==> src/hw/pfd_pkg.sv <==
// Purpose: shared constants and carriers for the loop feedback dividers
// Assumes: one 20 MHz reference clock, loop inputs sampled synchronously
// Notes: the divider counts advance on sampled rising edges of i_main_loop_in and i_ref_loop_in
package pfd_pkg;
   localparam int unsigned PFD_CLK_HZ = 20000000;
   localparam int unsigned PFD_OVER_MS = 3;
   localparam int unsigned PFD_SHORT_MS = 4;
   localparam int unsigned PFD_OVER_CYC = PFD_CLK_HZ / 1000 * PFD_OVER_MS;
   localparam int unsigned PFD_SHORT_CYC = PFD_CLK_HZ / 1000 * PFD_SHORT_MS;
   localparam int unsigned PFD_TMR_W = 20;
   localparam logic [3:0] PFD_MAIN_RELOAD_CNT = 4'h2;
   localparam logic [3:0] PFD_REF_LATCH_CNT = 4'h3;
   localparam logic [3:0] PFD_REF_LOAD_CNT = 4'h1;
   localparam logic [3:0] PFD_STAGE_ZERO = 4'h0;
   localparam int unsigned PFD_M_MSB = 4;
   localparam int unsigned PFD_REF_W = 12;

   typedef enum logic [1:0] {
      PFD_LK_TRACK = 2'b00,
      PFD_LK_OVER = 2'b01,
      PFD_LK_SHORT = 2'b10
   } pfd_lock_e;

   // band select lines: sub-range a, b and oscillator c
   typedef struct packed {
      logic osc_hi;
      logic sub_b;
      logic sub_a;
   } pfd_band_s;

   // range control lines on the first output port
   typedef struct packed {
      logic slow_am;
      logic doubler_on;
      logic mixer_on;
      logic lowpass_260;
   } pfd_range_s;

   // output ports of the setting expander
   typedef struct packed {
      logic [PFD_REF_W-1:0] ref_factor;
      logic [4:0] main_factor;
      pfd_band_s band;
      pfd_range_s range;
   } pfd_setting_s;
endpackage

==> src/hw/pfd_main_div.sv <==
// Purpose: main-loop programmable divider with toggle prescaler
// Assumes: i_edge is a one-cycle pulse per rising loop-input edge
// Notes: division factor 10 to 30
`timescale 1ns/1ns
module pfd_main_div (
   // clock and reset
   input wire logic i_ref_clk,
   input wire logic i_rst,
   // loop edge and factor
   input wire logic i_edge,
   input wire logic [4:0] i_factor,
   // divided output
   output logic o_div
);
   import pfd_pkg::*;

   typedef struct packed {
      logic prescale_toggle_ff;
      logic reload_latch_ff;
      logic [3:0] main_down_counter;
      logic div;
   } pfd_main_s;

   pfd_main_s st;
   pfd_main_s next_st;
   logic reload_req;

   // reload decoded from all four count bits (count of two)
   assign reload_req = (st.main_down_counter[3:1] == PFD_MAIN_RELOAD_CNT[3:1]) && !st.main_down_counter[0];

   always_comb begin
      next_st = st;
      next_st.div = 1'b0;
      if (i_rst) begin
         next_st.prescale_toggle_ff = i_factor[PFD_M_MSB];
         next_st.main_down_counter = i_factor[3:0];
         next_st.reload_latch_ff = 1'b0;
         next_st.div = 1'b0;
      end else if (i_edge) begin
         if (st.reload_latch_ff) begin
            next_st.main_down_counter = i_factor[3:0];
            next_st.prescale_toggle_ff = i_factor[PFD_M_MSB];
            next_st.reload_latch_ff = 1'b0;
            next_st.div = 1'b1;
         end else begin
            next_st.prescale_toggle_ff = ~st.prescale_toggle_ff;
            if (st.prescale_toggle_ff) begin
               next_st.main_down_counter = st.main_down_counter - 4'h1;
            end
            next_st.reload_latch_ff = reload_req;
         end
      end
   end

   always_ff @(posedge i_ref_clk) begin
      st <= next_st;
   end

   assign o_div = st.div;
endmodule // pfd_main_div

==> src/hw/pfd_ref_div.sv <==
// Purpose: reference-loop 12-bit cascaded divider with reload latches
// Assumes: i_edge is a one-cycle pulse per rising loop-input edge
// Notes: three 4-bit stages, lsb in the lowest
`timescale 1ns/1ns
module pfd_ref_div (
   // clock and reset
   input wire logic i_ref_clk,
   input wire logic i_rst,
   // loop edge and factor
   input wire logic i_edge,
   input wire logic [11:0] i_factor,
   // divided output
   output logic o_div
);
   import pfd_pkg::*;

   typedef struct packed {
      logic [11:0] cnt;
      logic latch1;
      logic latch2;
      logic div;
   } pfd_ref_s;

   pfd_ref_s st;
   pfd_ref_s next_st;
   logic [2:0] stage_zero;
   logic upper_borrow;

   genvar g;
   generate
      for (g = 0; g < 3; g++) begin : g_stage
         assign stage_zero[g] = (st.cnt[g*4 +: 4] == PFD_STAGE_ZERO);
      end
   endgenerate

   // upper two stages both at zero; the lowest stage is compared at the latch checks
   assign upper_borrow = stage_zero[2] && stage_zero[1];

   always_comb begin
      next_st = st;
      next_st.div = 1'b0;
      if (i_rst) begin
         next_st.cnt = i_factor;
         next_st.latch1 = 1'b0;
         next_st.latch2 = 1'b0;
         next_st.div = 1'b0;
      end else if (i_edge) begin
         if (st.latch2) begin
            next_st.cnt = i_factor;
            next_st.latch2 = 1'b0;
            next_st.latch1 = 1'b0;
            next_st.div = 1'b1;
         end else begin
            next_st.cnt = st.cnt - 12'h001;
            if (upper_borrow && st.cnt[3:0] == PFD_REF_LATCH_CNT) begin
               next_st.latch1 = 1'b1;
            end
            if (st.latch1 && st.cnt[3:0] == PFD_REF_LOAD_CNT + 4'h1) begin
               next_st.latch2 = 1'b1;
            end
         end
      end
   end

   always_ff @(posedge i_ref_clk) begin
      st <= next_st;
   end

   assign o_div = st.div;
endmodule // pfd_ref_div

==> src/hw/pfd_top.sv <==
// Purpose: digital part of the main and reference phase-locked loops
// Assumes: all inputs but i_arst_n synchronous to i_ref_clk (20 MHz)
// Notes: analog parts are outside; their switch lines are outputs here
//
// Operation
// - main counter counts down to two
// - five-bit factor, msb presets prescaler
// - prescaler halves clock into main counter
// - main divider updates on rising edges only
// - reload decoded from all four count bits
// - count two sets reload latch next edge
// - reload latch loads counter and prescaler
// - latch clears next edge, countdown restarts
// - edge phase detector, duty shows difference
// - loop sense inverted on lower-sideband bands
// - over limit 3 ms shorts loop 4 ms
// - band lines decode one-of-four preset voltage
// - gain resistors by factor, sensitivity by band
// - twelve-bit reference factor, lsb lowest stage
// - upper stages borrow at zero
// - count three captured into first latch
// - count one: second latch loads all
// - expander takes data, holds on outputs
// - four range controls on first port
// - range controls encoded by frequency range
// - band lines: sub-range, then oscillator select
`timescale 1ns/1ns
module pfd_top (
   // clock and reset
   input wire logic i_ref_clk,
   input wire logic i_arst_n,
   input wire logic i_sync_rst,
   // setting expander input
   input wire logic i_set_we,
   input wire pfd_pkg::pfd_setting_s i_set_data,
   // loop inputs
   input wire logic i_main_loop_in,
   input wire logic i_main_ref_in,
   input wire logic i_ref_loop_in,
   input wire logic i_integ_over,
   // phase detector and loop control
   output logic o_pd_up,
   output logic o_pd_down,
   output logic o_sense_invert,
   output logic o_loop_short,
   // tuning selections
   output logic [3:0] o_osc1_preset_sel,
   output logic [3:0] o_osc2_preset_sel,
   output logic o_osc_hi_sel,
   output logic [4:0] o_gain_sel,
   output logic [2:0] o_sens_sel,
   // range controls and divided outputs
   output pfd_pkg::pfd_range_s o_range,
   output logic o_main_div,
   output logic o_ref_div
);
   import pfd_pkg::*;

   // ---------------------------------------------------------------
   // state
   // ---------------------------------------------------------------
   typedef struct packed {
      logic [1:0] rst_sync;
      pfd_setting_s setting_port_expander;
      logic [2:0] main_in_d;
      logic [1:0] mref_in_d;
      logic ref_in_d;
      logic pd_up;
      logic pd_down;
      pfd_lock_e lk;
      logic [PFD_TMR_W-1:0] tmr;
      logic sense_invert;
      logic loop_short;
      logic [3:0] osc1_sel;
      logic [3:0] osc2_sel;
      logic osc_hi;
      logic [4:0] gain_sel;
      logic [2:0] sens_sel;
      pfd_range_s range;
      logic main_div_q;
      logic ref_div_q;
   } pfd_top_s;

   pfd_top_s st;
   pfd_top_s next_st;
   logic rst;
   logic main_edge;
   logic mref_edge;
   logic ref_edge;
   logic main_div;
   logic ref_div;

   assign rst = st.rst_sync[1] | i_sync_rst;
   assign main_edge = st.main_in_d[1] & ~st.main_in_d[2];
   assign mref_edge = i_main_ref_in & ~st.mref_in_d[0];
   assign ref_edge = i_ref_loop_in & ~st.ref_in_d;

   // ---------------------------------------------------------------
   // dividers
   // ---------------------------------------------------------------
   pfd_main_div u_main_div (
      .i_ref_clk(i_ref_clk),
      .i_rst(rst),
      .i_edge(main_edge),
      .i_factor(st.setting_port_expander.main_factor),
      .o_div(main_div)
   );

   pfd_ref_div u_ref_div (
      .i_ref_clk(i_ref_clk),
      .i_rst(rst),
      .i_edge(ref_edge),
      .i_factor(st.setting_port_expander.ref_factor),
      .o_div(ref_div)
   );

   // ---------------------------------------------------------------
   // next state
   // ---------------------------------------------------------------
   always_comb begin
      next_st = st;
      next_st.rst_sync = {st.rst_sync[0], 1'b0};
      next_st.main_in_d = {st.main_in_d[1:0], i_main_loop_in};
      next_st.mref_in_d = {st.mref_in_d[0], i_main_ref_in};
      next_st.ref_in_d = i_ref_loop_in;
      next_st.main_div_q = main_div;
      next_st.ref_div_q = ref_div;
      if (i_set_we) begin
         next_st.setting_port_expander = i_set_data;
      end
      // edge phase detector
      if (main_div && mref_edge) begin
         next_st.pd_up = 1'b0;
         next_st.pd_down = 1'b0;
      end else if (mref_edge) begin
         if (st.pd_down) begin
            next_st.pd_down = 1'b0;
         end else begin
            next_st.pd_up = 1'b1;
         end
      end else if (main_div) begin
         if (st.pd_up) begin
            next_st.pd_up = 1'b0;
         end else begin
            next_st.pd_down = 1'b1;
         end
      end
      // loop sense: lower sideband on sub-ranges 00 and 01
      next_st.sense_invert = ~st.setting_port_expander.band.sub_b;
      // band decoding
      next_st.osc_hi = st.setting_port_expander.band.osc_hi;
      next_st.osc1_sel = 4'h0;
      next_st.osc2_sel = 4'h0;
      if (st.setting_port_expander.band.osc_hi) begin
         next_st.osc2_sel[{st.setting_port_expander.band.sub_b, st.setting_port_expander.band.sub_a}] = 1'b1;
      end else begin
         next_st.osc1_sel[{st.setting_port_expander.band.sub_b, st.setting_port_expander.band.sub_a}] = 1'b1;
      end
      next_st.gain_sel = st.setting_port_expander.main_factor;
      next_st.sens_sel = st.setting_port_expander.band;
      next_st.range = st.setting_port_expander.range;
      // lock-in recovery timer
      case (st.lk)
         PFD_LK_TRACK: begin
            next_st.tmr = '0;
            next_st.loop_short = 1'b0;
            if (i_integ_over) begin
               next_st.lk = PFD_LK_OVER;
            end
         end
         PFD_LK_OVER: begin
            next_st.tmr = st.tmr + 1'b1;
            if (!i_integ_over) begin
               next_st.lk = PFD_LK_TRACK;
            end else if (st.tmr == PFD_TMR_W'(PFD_OVER_CYC - 1)) begin
               next_st.lk = PFD_LK_SHORT;
               next_st.tmr = '0;
               next_st.loop_short = 1'b1;
            end
         end
         PFD_LK_SHORT: begin
            next_st.tmr = st.tmr + 1'b1;
            if (st.tmr == PFD_TMR_W'(PFD_SHORT_CYC - 1)) begin
               next_st.lk = PFD_LK_TRACK;
               next_st.loop_short = 1'b0;
               next_st.tmr = '0;
            end
         end
         default: begin
            next_st.lk = PFD_LK_TRACK;
         end
      endcase
      if (rst) begin
         next_st.lk = PFD_LK_TRACK;
         next_st.tmr = '0;
         next_st.loop_short = 1'b0;
         next_st.pd_up = 1'b0;
         next_st.pd_down = 1'b0;
      end
   end

   // ---------------------------------------------------------------
   // registers
   // ---------------------------------------------------------------
   always_ff @(posedge i_ref_clk or negedge i_arst_n) begin
      if (!i_arst_n) begin
         st <= '0;
         st.rst_sync <= 2'h3;
      end else begin
         st <= next_st;
      end
   end

   assign o_pd_up = st.pd_up;
   assign o_pd_down = st.pd_down;
   assign o_sense_invert = st.sense_invert;
   assign o_loop_short = st.loop_short;
   assign o_osc1_preset_sel = st.osc1_sel;
   assign o_osc2_preset_sel = st.osc2_sel;
   assign o_osc_hi_sel = st.osc_hi;
   assign o_gain_sel = st.gain_sel;
   assign o_sens_sel = st.sens_sel;
   assign o_range = st.range;
   assign o_main_div = st.main_div_q;
   assign o_ref_div = st.ref_div_q;
endmodule // pfd_top

==> config.mk <==
export PLATFORM = sky130hd
export DESIGN_NAME = pfd_top
export DESIGN_NICKNAME = d
export VERILOG_FILES = /design/src/hw/pfd_pkg.sv /design/src/hw/pfd_main_div.sv /design/src/hw/pfd_ref_div.sv /design/src/hw/pfd_top.sv
export SDC_FILE = /design/constraint.sdc
export NUM_CORES = 1
export LEC_CHECK = 0
export ABC_AREA = 0
export BUFFER_PORTS_ARGS = -buffer_cell sky130_fd_sc_hd__buf_2
export CAP_MARGIN = 20
export CORE_ASPECT_RATIO = 0.5
export CORE_UTILIZATION = 40
export CTS_CLUSTER_SIZE = 10
export DETAILED_ROUTE_END_ITERATION = 8
export HOLD_SLACK_MARGIN = 0.02
export RECOVER_POWER = 50
export SYNTH_ARGS = -nofsm -noshare
export SYNTH_HDL_FRONTEND = slang
export SYNTH_SLANG_ARGS = --single-unit
==> constraint.sdc <==
create_clock -name i_ref_clk -period 2 [get_ports i_ref_clk]
set_input_delay 0.2 -clock i_ref_clk [delete_from_list [all_inputs] [get_ports i_ref_clk]]
set_output_delay 0.2 -clock i_ref_clk [all_outputs]
set_load 0.005 [all_outputs]
==> impl_metrics.sql <==
INSERT INTO impl_metrics (metric_group, metric, value, unit) VALUES
('outcome', 'outcome', 'finished, violations left', ''),
('outcome', 'violations', 'negative setup slack', ''),
('floorplan', 'design.die.area', '12080', 'um^2'),
('timing', 'time_the_worst_path_needs_with_i_o_delays_and_setup', '2.022', 'ns'),
('timing', 'maxSlewViolCount', '0', ''),
('critical_path', 'rr_worst_depth', '7', ''),
('route', 'route.detailed.wl_per_inst', '14.59', 'um'),
('clock_tree', 'worstSkewPairLatency', '0.34', 'ns'),
('hold_path', 'hold_path_class', 'in2reg', ''),
('critical_path', 'crit_path_top_delay_cell', 'sky130_fd_sc_hd__o41a_1', ''),
('timing', 'setup-violations-final', '5', ''),
('placed_design', 'detailedPlacementHpwl', '6629', 'um'),
('clock_tree', 'clock_slew_seen_by_the_registers_of_the_worst_setup_and_hold_paths', '0.07', 'ns'),
('floorplan', 'placementRows', '27', ''),
('floorplan', 'width_of_the_die', '154.4', 'um'),
('global_routing', 'grt_first_pass_wirelength', '16180', 'um'),
('synthesis', 'synth_async_sr_flop_share', '78.22', '%'),
('critical_path', 'worstReg2RegStart', 'st[35]', ''),
('critical_path', 'worstSetupStartpointType', 'register', ''),
('timing', 'highest_achievable_clock_rate', '0.4946', 'GHz'),
('global_routing', 'grt_pass1_vias', '3313', ''),
('timing', 'holdWs', '0.08309', 'ns'),
('finish', 'post_route_cells_drive_above_1_share', '31.90', '%'),
('global_routing', 'overflow_left_after_global_routing', '0', ''),
('synthesis', 'synthesis.instances', '428', ''),
('finish', 'final_cell_area', '5698', 'um^2'),
('placed_design', 'detailedPlace.worstSlack', '-0.1095', 'ns'),
('power', 'power_per_cell_area', '783.4', 'nW/um^2'),
('timing', 'timing.final.crit_share', '101.1', '%'),
('clock_tree', 'tritoncts_clock_tree', 'done', ''),
('placed_design', 'placement.cell_area', '5189', 'um^2'),
('synthesis', 'yosysUniqueCellTypes', '56', ''),
('clock_tree', 'clk_root_buffer_cell', 'sky130_fd_sc_hd__clkbuf_16', ''),
('power', 'ir_drop', '0.3465', 'mV'),
('synthesis', 'synth_area_leader_cell', 'sky130_fd_sc_hd__dfrtp_1', ''),
('finish', 'final_net_count', '547', ''),
('critical_path', 'path_max_fanout', '7', ''),
('synthesis', 'ys_top_cells_by_area', 'sky130_fd_sc_hd__dfrtp_1, sky130_fd_sc_hd__edfxtp_1, sky130_fd_sc_hd__mux2_2', ''),
('synthesis', 'synth_seq_area_share', '55.75', '%'),
('synthesis', 'synthesis.area_per_instance', '10.85', 'um^2'),
('critical_path', 'worstPathCellList', 'nor4bb_1 > buf_4 > nand2_2 > o41a_1 > buf_6 > o2111ai_2 > o211ai_1', ''),
('critical_path', 'r2r_slack', '-0.02', 'ns'),
('critical_path', 'critical_path.startpoint', 'st[35]', ''),
('clock_tree', 'cts_made_buffers', '9', ''),
('clock_tree', 'clock_net_sink_count', '101', ''),
('power', 'p_leak', '2.493', 'nW'),
('finish', 'fillCellCount', '1030', ''),
('floorplan', 'floorplan.io_pins', '59', ''),
('global_routing', 'number_of_antenna_violations_at_the_first_check_in_global_routing', '0', ''),
('route', 'detail_route.iter0.violations', '160', ''),
('synthesis', 'synth-seq-cells', '101', ''),
('route', 'drc_errors_left', '0', ''),
('critical_path', 'crit_path_dat', '2.23', 'ns'),
('placed_design', 'placement.io_buffers', '58', ''),
('critical_path', 'critical_path.max_stage_delay', '0.53', 'ns'),
('critical_path', 'critical_path.endpoint_type', 'register', ''),
('timing', 'final.setup.worst_slack', '-0.02165', 'ns'),
('synthesis', 'synth.yosys.warnings', '0', ''),
('route', 'ant_nets', '0', ''),
('floorplan', 'floorplan.initialDensity', '41.67', '%'),
('synthesis', 'synth-edff-count', '17', ''),
('timing', 'max_slew_margin_vs_limit', '10.71', '%'),
('critical_path', 'required', '2.21', 'ns'),
('clock_tree', 'cts_max_level', '3', ''),
('critical_path', 'r2r_end', 'st[38]', ''),
('synthesis', 'synthFlopType', 'sky130_fd_sc_hd__dfrtp_1', ''),
('timing', 'rsz0062_at_grt', 'yes', ''),
('critical_path', 'setup.worst_path.end', 'st[38]', ''),
('clock_tree', 'buffer_levels_on_the_longest_clock_path', '2', ''),
('route', 'detail_route.first_pass.iterations', '4', ''),
('global_routing', 'grt_usage', '17.12', '%');
-- critical path: cells and delay by family (launching register included) --
family | cells | cell delay (ns)
AOI/OAI and AO/OA | 3 | 0.80
DFF | 1 | 0.39
buffers and inverters | 2 | 0.37
and+or+nand+nor | 2 | 0.35
-- metrics by stage --
stage / utilization (%) / power [mW] / setup TNS [ns] / std cells
3_5_place_dp: 46.54 / 2.764 / -0.5754 / 632
5_1_grt: 51.11 / 4.678 / -1.955 / 656
6_report: 51.11 / 4.464 / -0.08554 / 656
3_3_place_gp: 46.54 / 2.756 / -0.06414 / 632
4_1_cts: 50.34 / 4.529 / -0.2831 / 654
2_1_floorplan: - / 2.613 / 0 / 428
-- flip-flops by register name, indices dropped and copies added (netlist names), 2 cells and up --
name,count
u_ref_div.st,14
st,37
o_osc1_preset_sel,4
o_sens_sel,2
u_main_div.st,6
next_st,16
o_gain_sel,5
o_osc2_preset_sel,4
o_range,4
-- kinds of logic after synthesis --
kind of cell,synth area share [%]
and+or+nand+nor,16.83
muxes,5.575
xor gates and xnor gates,2.451
other,0.08072
DFF,55.75
AOI/OAI and AO/OA,10.50
adders and majority gates,2.424
buffers and inverters,6.383
-- where the power goes --
| group | internal, mW | switching [mW] |
|---|---|---|
| logic | 0.198 | 0.212 |
| registers | 2.24 | 0.0797 |
| clock network | 0.980 | 0.753 |
-- Yosys cell counts (5+ instances only) --
| cell type | n |
|---|---|
| sky130_fd_sc_hd__dfrtp_1 | 77 |
| sky130_fd_sc_hd__nand2_1 | 65 |
| sky130_fd_sc_hd__mux2_2 | 23 |
| sky130_fd_sc_hd__nor2_1 | 22 |
| sky130_fd_sc_hd__o21ai_0 | 22 |
| sky130_fd_sc_hd__buf_4 | 21 |
| sky130_fd_sc_hd__inv_1 | 18 |
| sky130_fd_sc_hd__edfxtp_1 | 17 |
| sky130_fd_sc_hd__o221ai_1 | 14 |
| sky130_fd_sc_hd__clkbuf_1 | 12 |
| sky130_fd_sc_hd__nor3_1 | 12 |
| sky130_fd_sc_hd__and2_1 | 10 |
| sky130_fd_sc_hd__xnor2_1 | 10 |
| sky130_fd_sc_hd__ha_1 | 9 |
| sky130_fd_sc_hd__and3_1 | 7 |
| sky130_fd_sc_hd__a21oi_1 | 6 |
| sky130_fd_sc_hd__nor4_1 | 6 |
| sky130_fd_sc_hd__dfxtp_1 | 5 |
| sky130_fd_sc_hd__nand4_1 | 5 |
-- layout by cell type (no fill, tap or decap), types with 5 or more instances in the layout --
cell                        netlist  layout
sky130_fd_sc_hd__edfxtp_1        17      17
sky130_fd_sc_hd__buf_4           21      35
sky130_fd_sc_hd__nor4_1           6       5
sky130_fd_sc_hd__a21oi_1          6       6
sky130_fd_sc_hd__dfxtp_1          5       5
sky130_fd_sc_hd__o21ai_0         22      22
sky130_fd_sc_hd__inv_1           18      18
sky130_fd_sc_hd__mux2_2          23      23
sky130_fd_sc_hd__dfrtp_1         77      77
sky130_fd_sc_hd__nor2_1          22      22
sky130_fd_sc_hd__nor3_1          12      11
sky130_fd_sc_hd__o221ai_2         0      13
sky130_fd_sc_hd__clkbuf_16        0       9
sky130_fd_sc_hd__and3_1           7       7
sky130_fd_sc_hd__nand4_1          5       5
sky130_fd_sc_hd__buf_2            2      54
sky130_fd_sc_hd__and2_1          10      10
sky130_fd_sc_hd__nand2_1         65      64
sky130_fd_sc_hd__xnor2_1         10      10
sky130_fd_sc_hd__ha_1             9       9
sky130_fd_sc_hd__clkbuf_1        12       5
-- per-layer routing --
| layer | GRT usage [%] | wire, um | vias to the layer above |
|---|---|---|---|
| met5 | 0 | 0 | - |
| met4 | 4.455 | 87 | 0 |
| met3 | 4.307 | 311 | 10 |
| met2 | 28.14 | 4480 | 54 |
| met1 | 22.68 | 4691 | 1639 |
| li1 | - | - | 1654 |
-- area by class of cell --
| class | count | area [um^2] | area share, % |
|---|---|---|---|
| multi-input combinational | 273 | 1916 | 33.62 |
| tap | 145 | 181.4 | 3.184 |
| timing repair buffer | 103 | 645.6 | 11.33 |
| clock buffer | 10 | 229.0 | 4.018 |
| clock inverter | 6 | 68.82 | 1.208 |
| sequential | 101 | 2590 | 45.45 |
| inverter | 18 | 67.56 | 1.186 |
-- worst min-delay path by stage --
stage                   to  slack, ns  depth (start not counted)
2_1_floorplan  next_st[10]       -0.1                          0
5_1_grt         next_st[9]       0.08                          2
6_report        next_st[9]       0.08                          2
3_5_place_dp        st[37]       0.15                          1
3_3_place_gp    next_st[3]       0.15                          1
4_1_cts         next_st[9]       0.07                          2
-- timing repair --
action / CTS / global route
gates cloned: 2 / 0
hold endpoints to repair: 26 / 0
hold buffers: 4 / 0
pin swaps: 16 / 22
setup buffers: 0 / 3
endpoints found under the setup margin: 19 / 24
gates resized for setup: 13 / 18
Note: power is estimated with default switching activity, not from simulation.
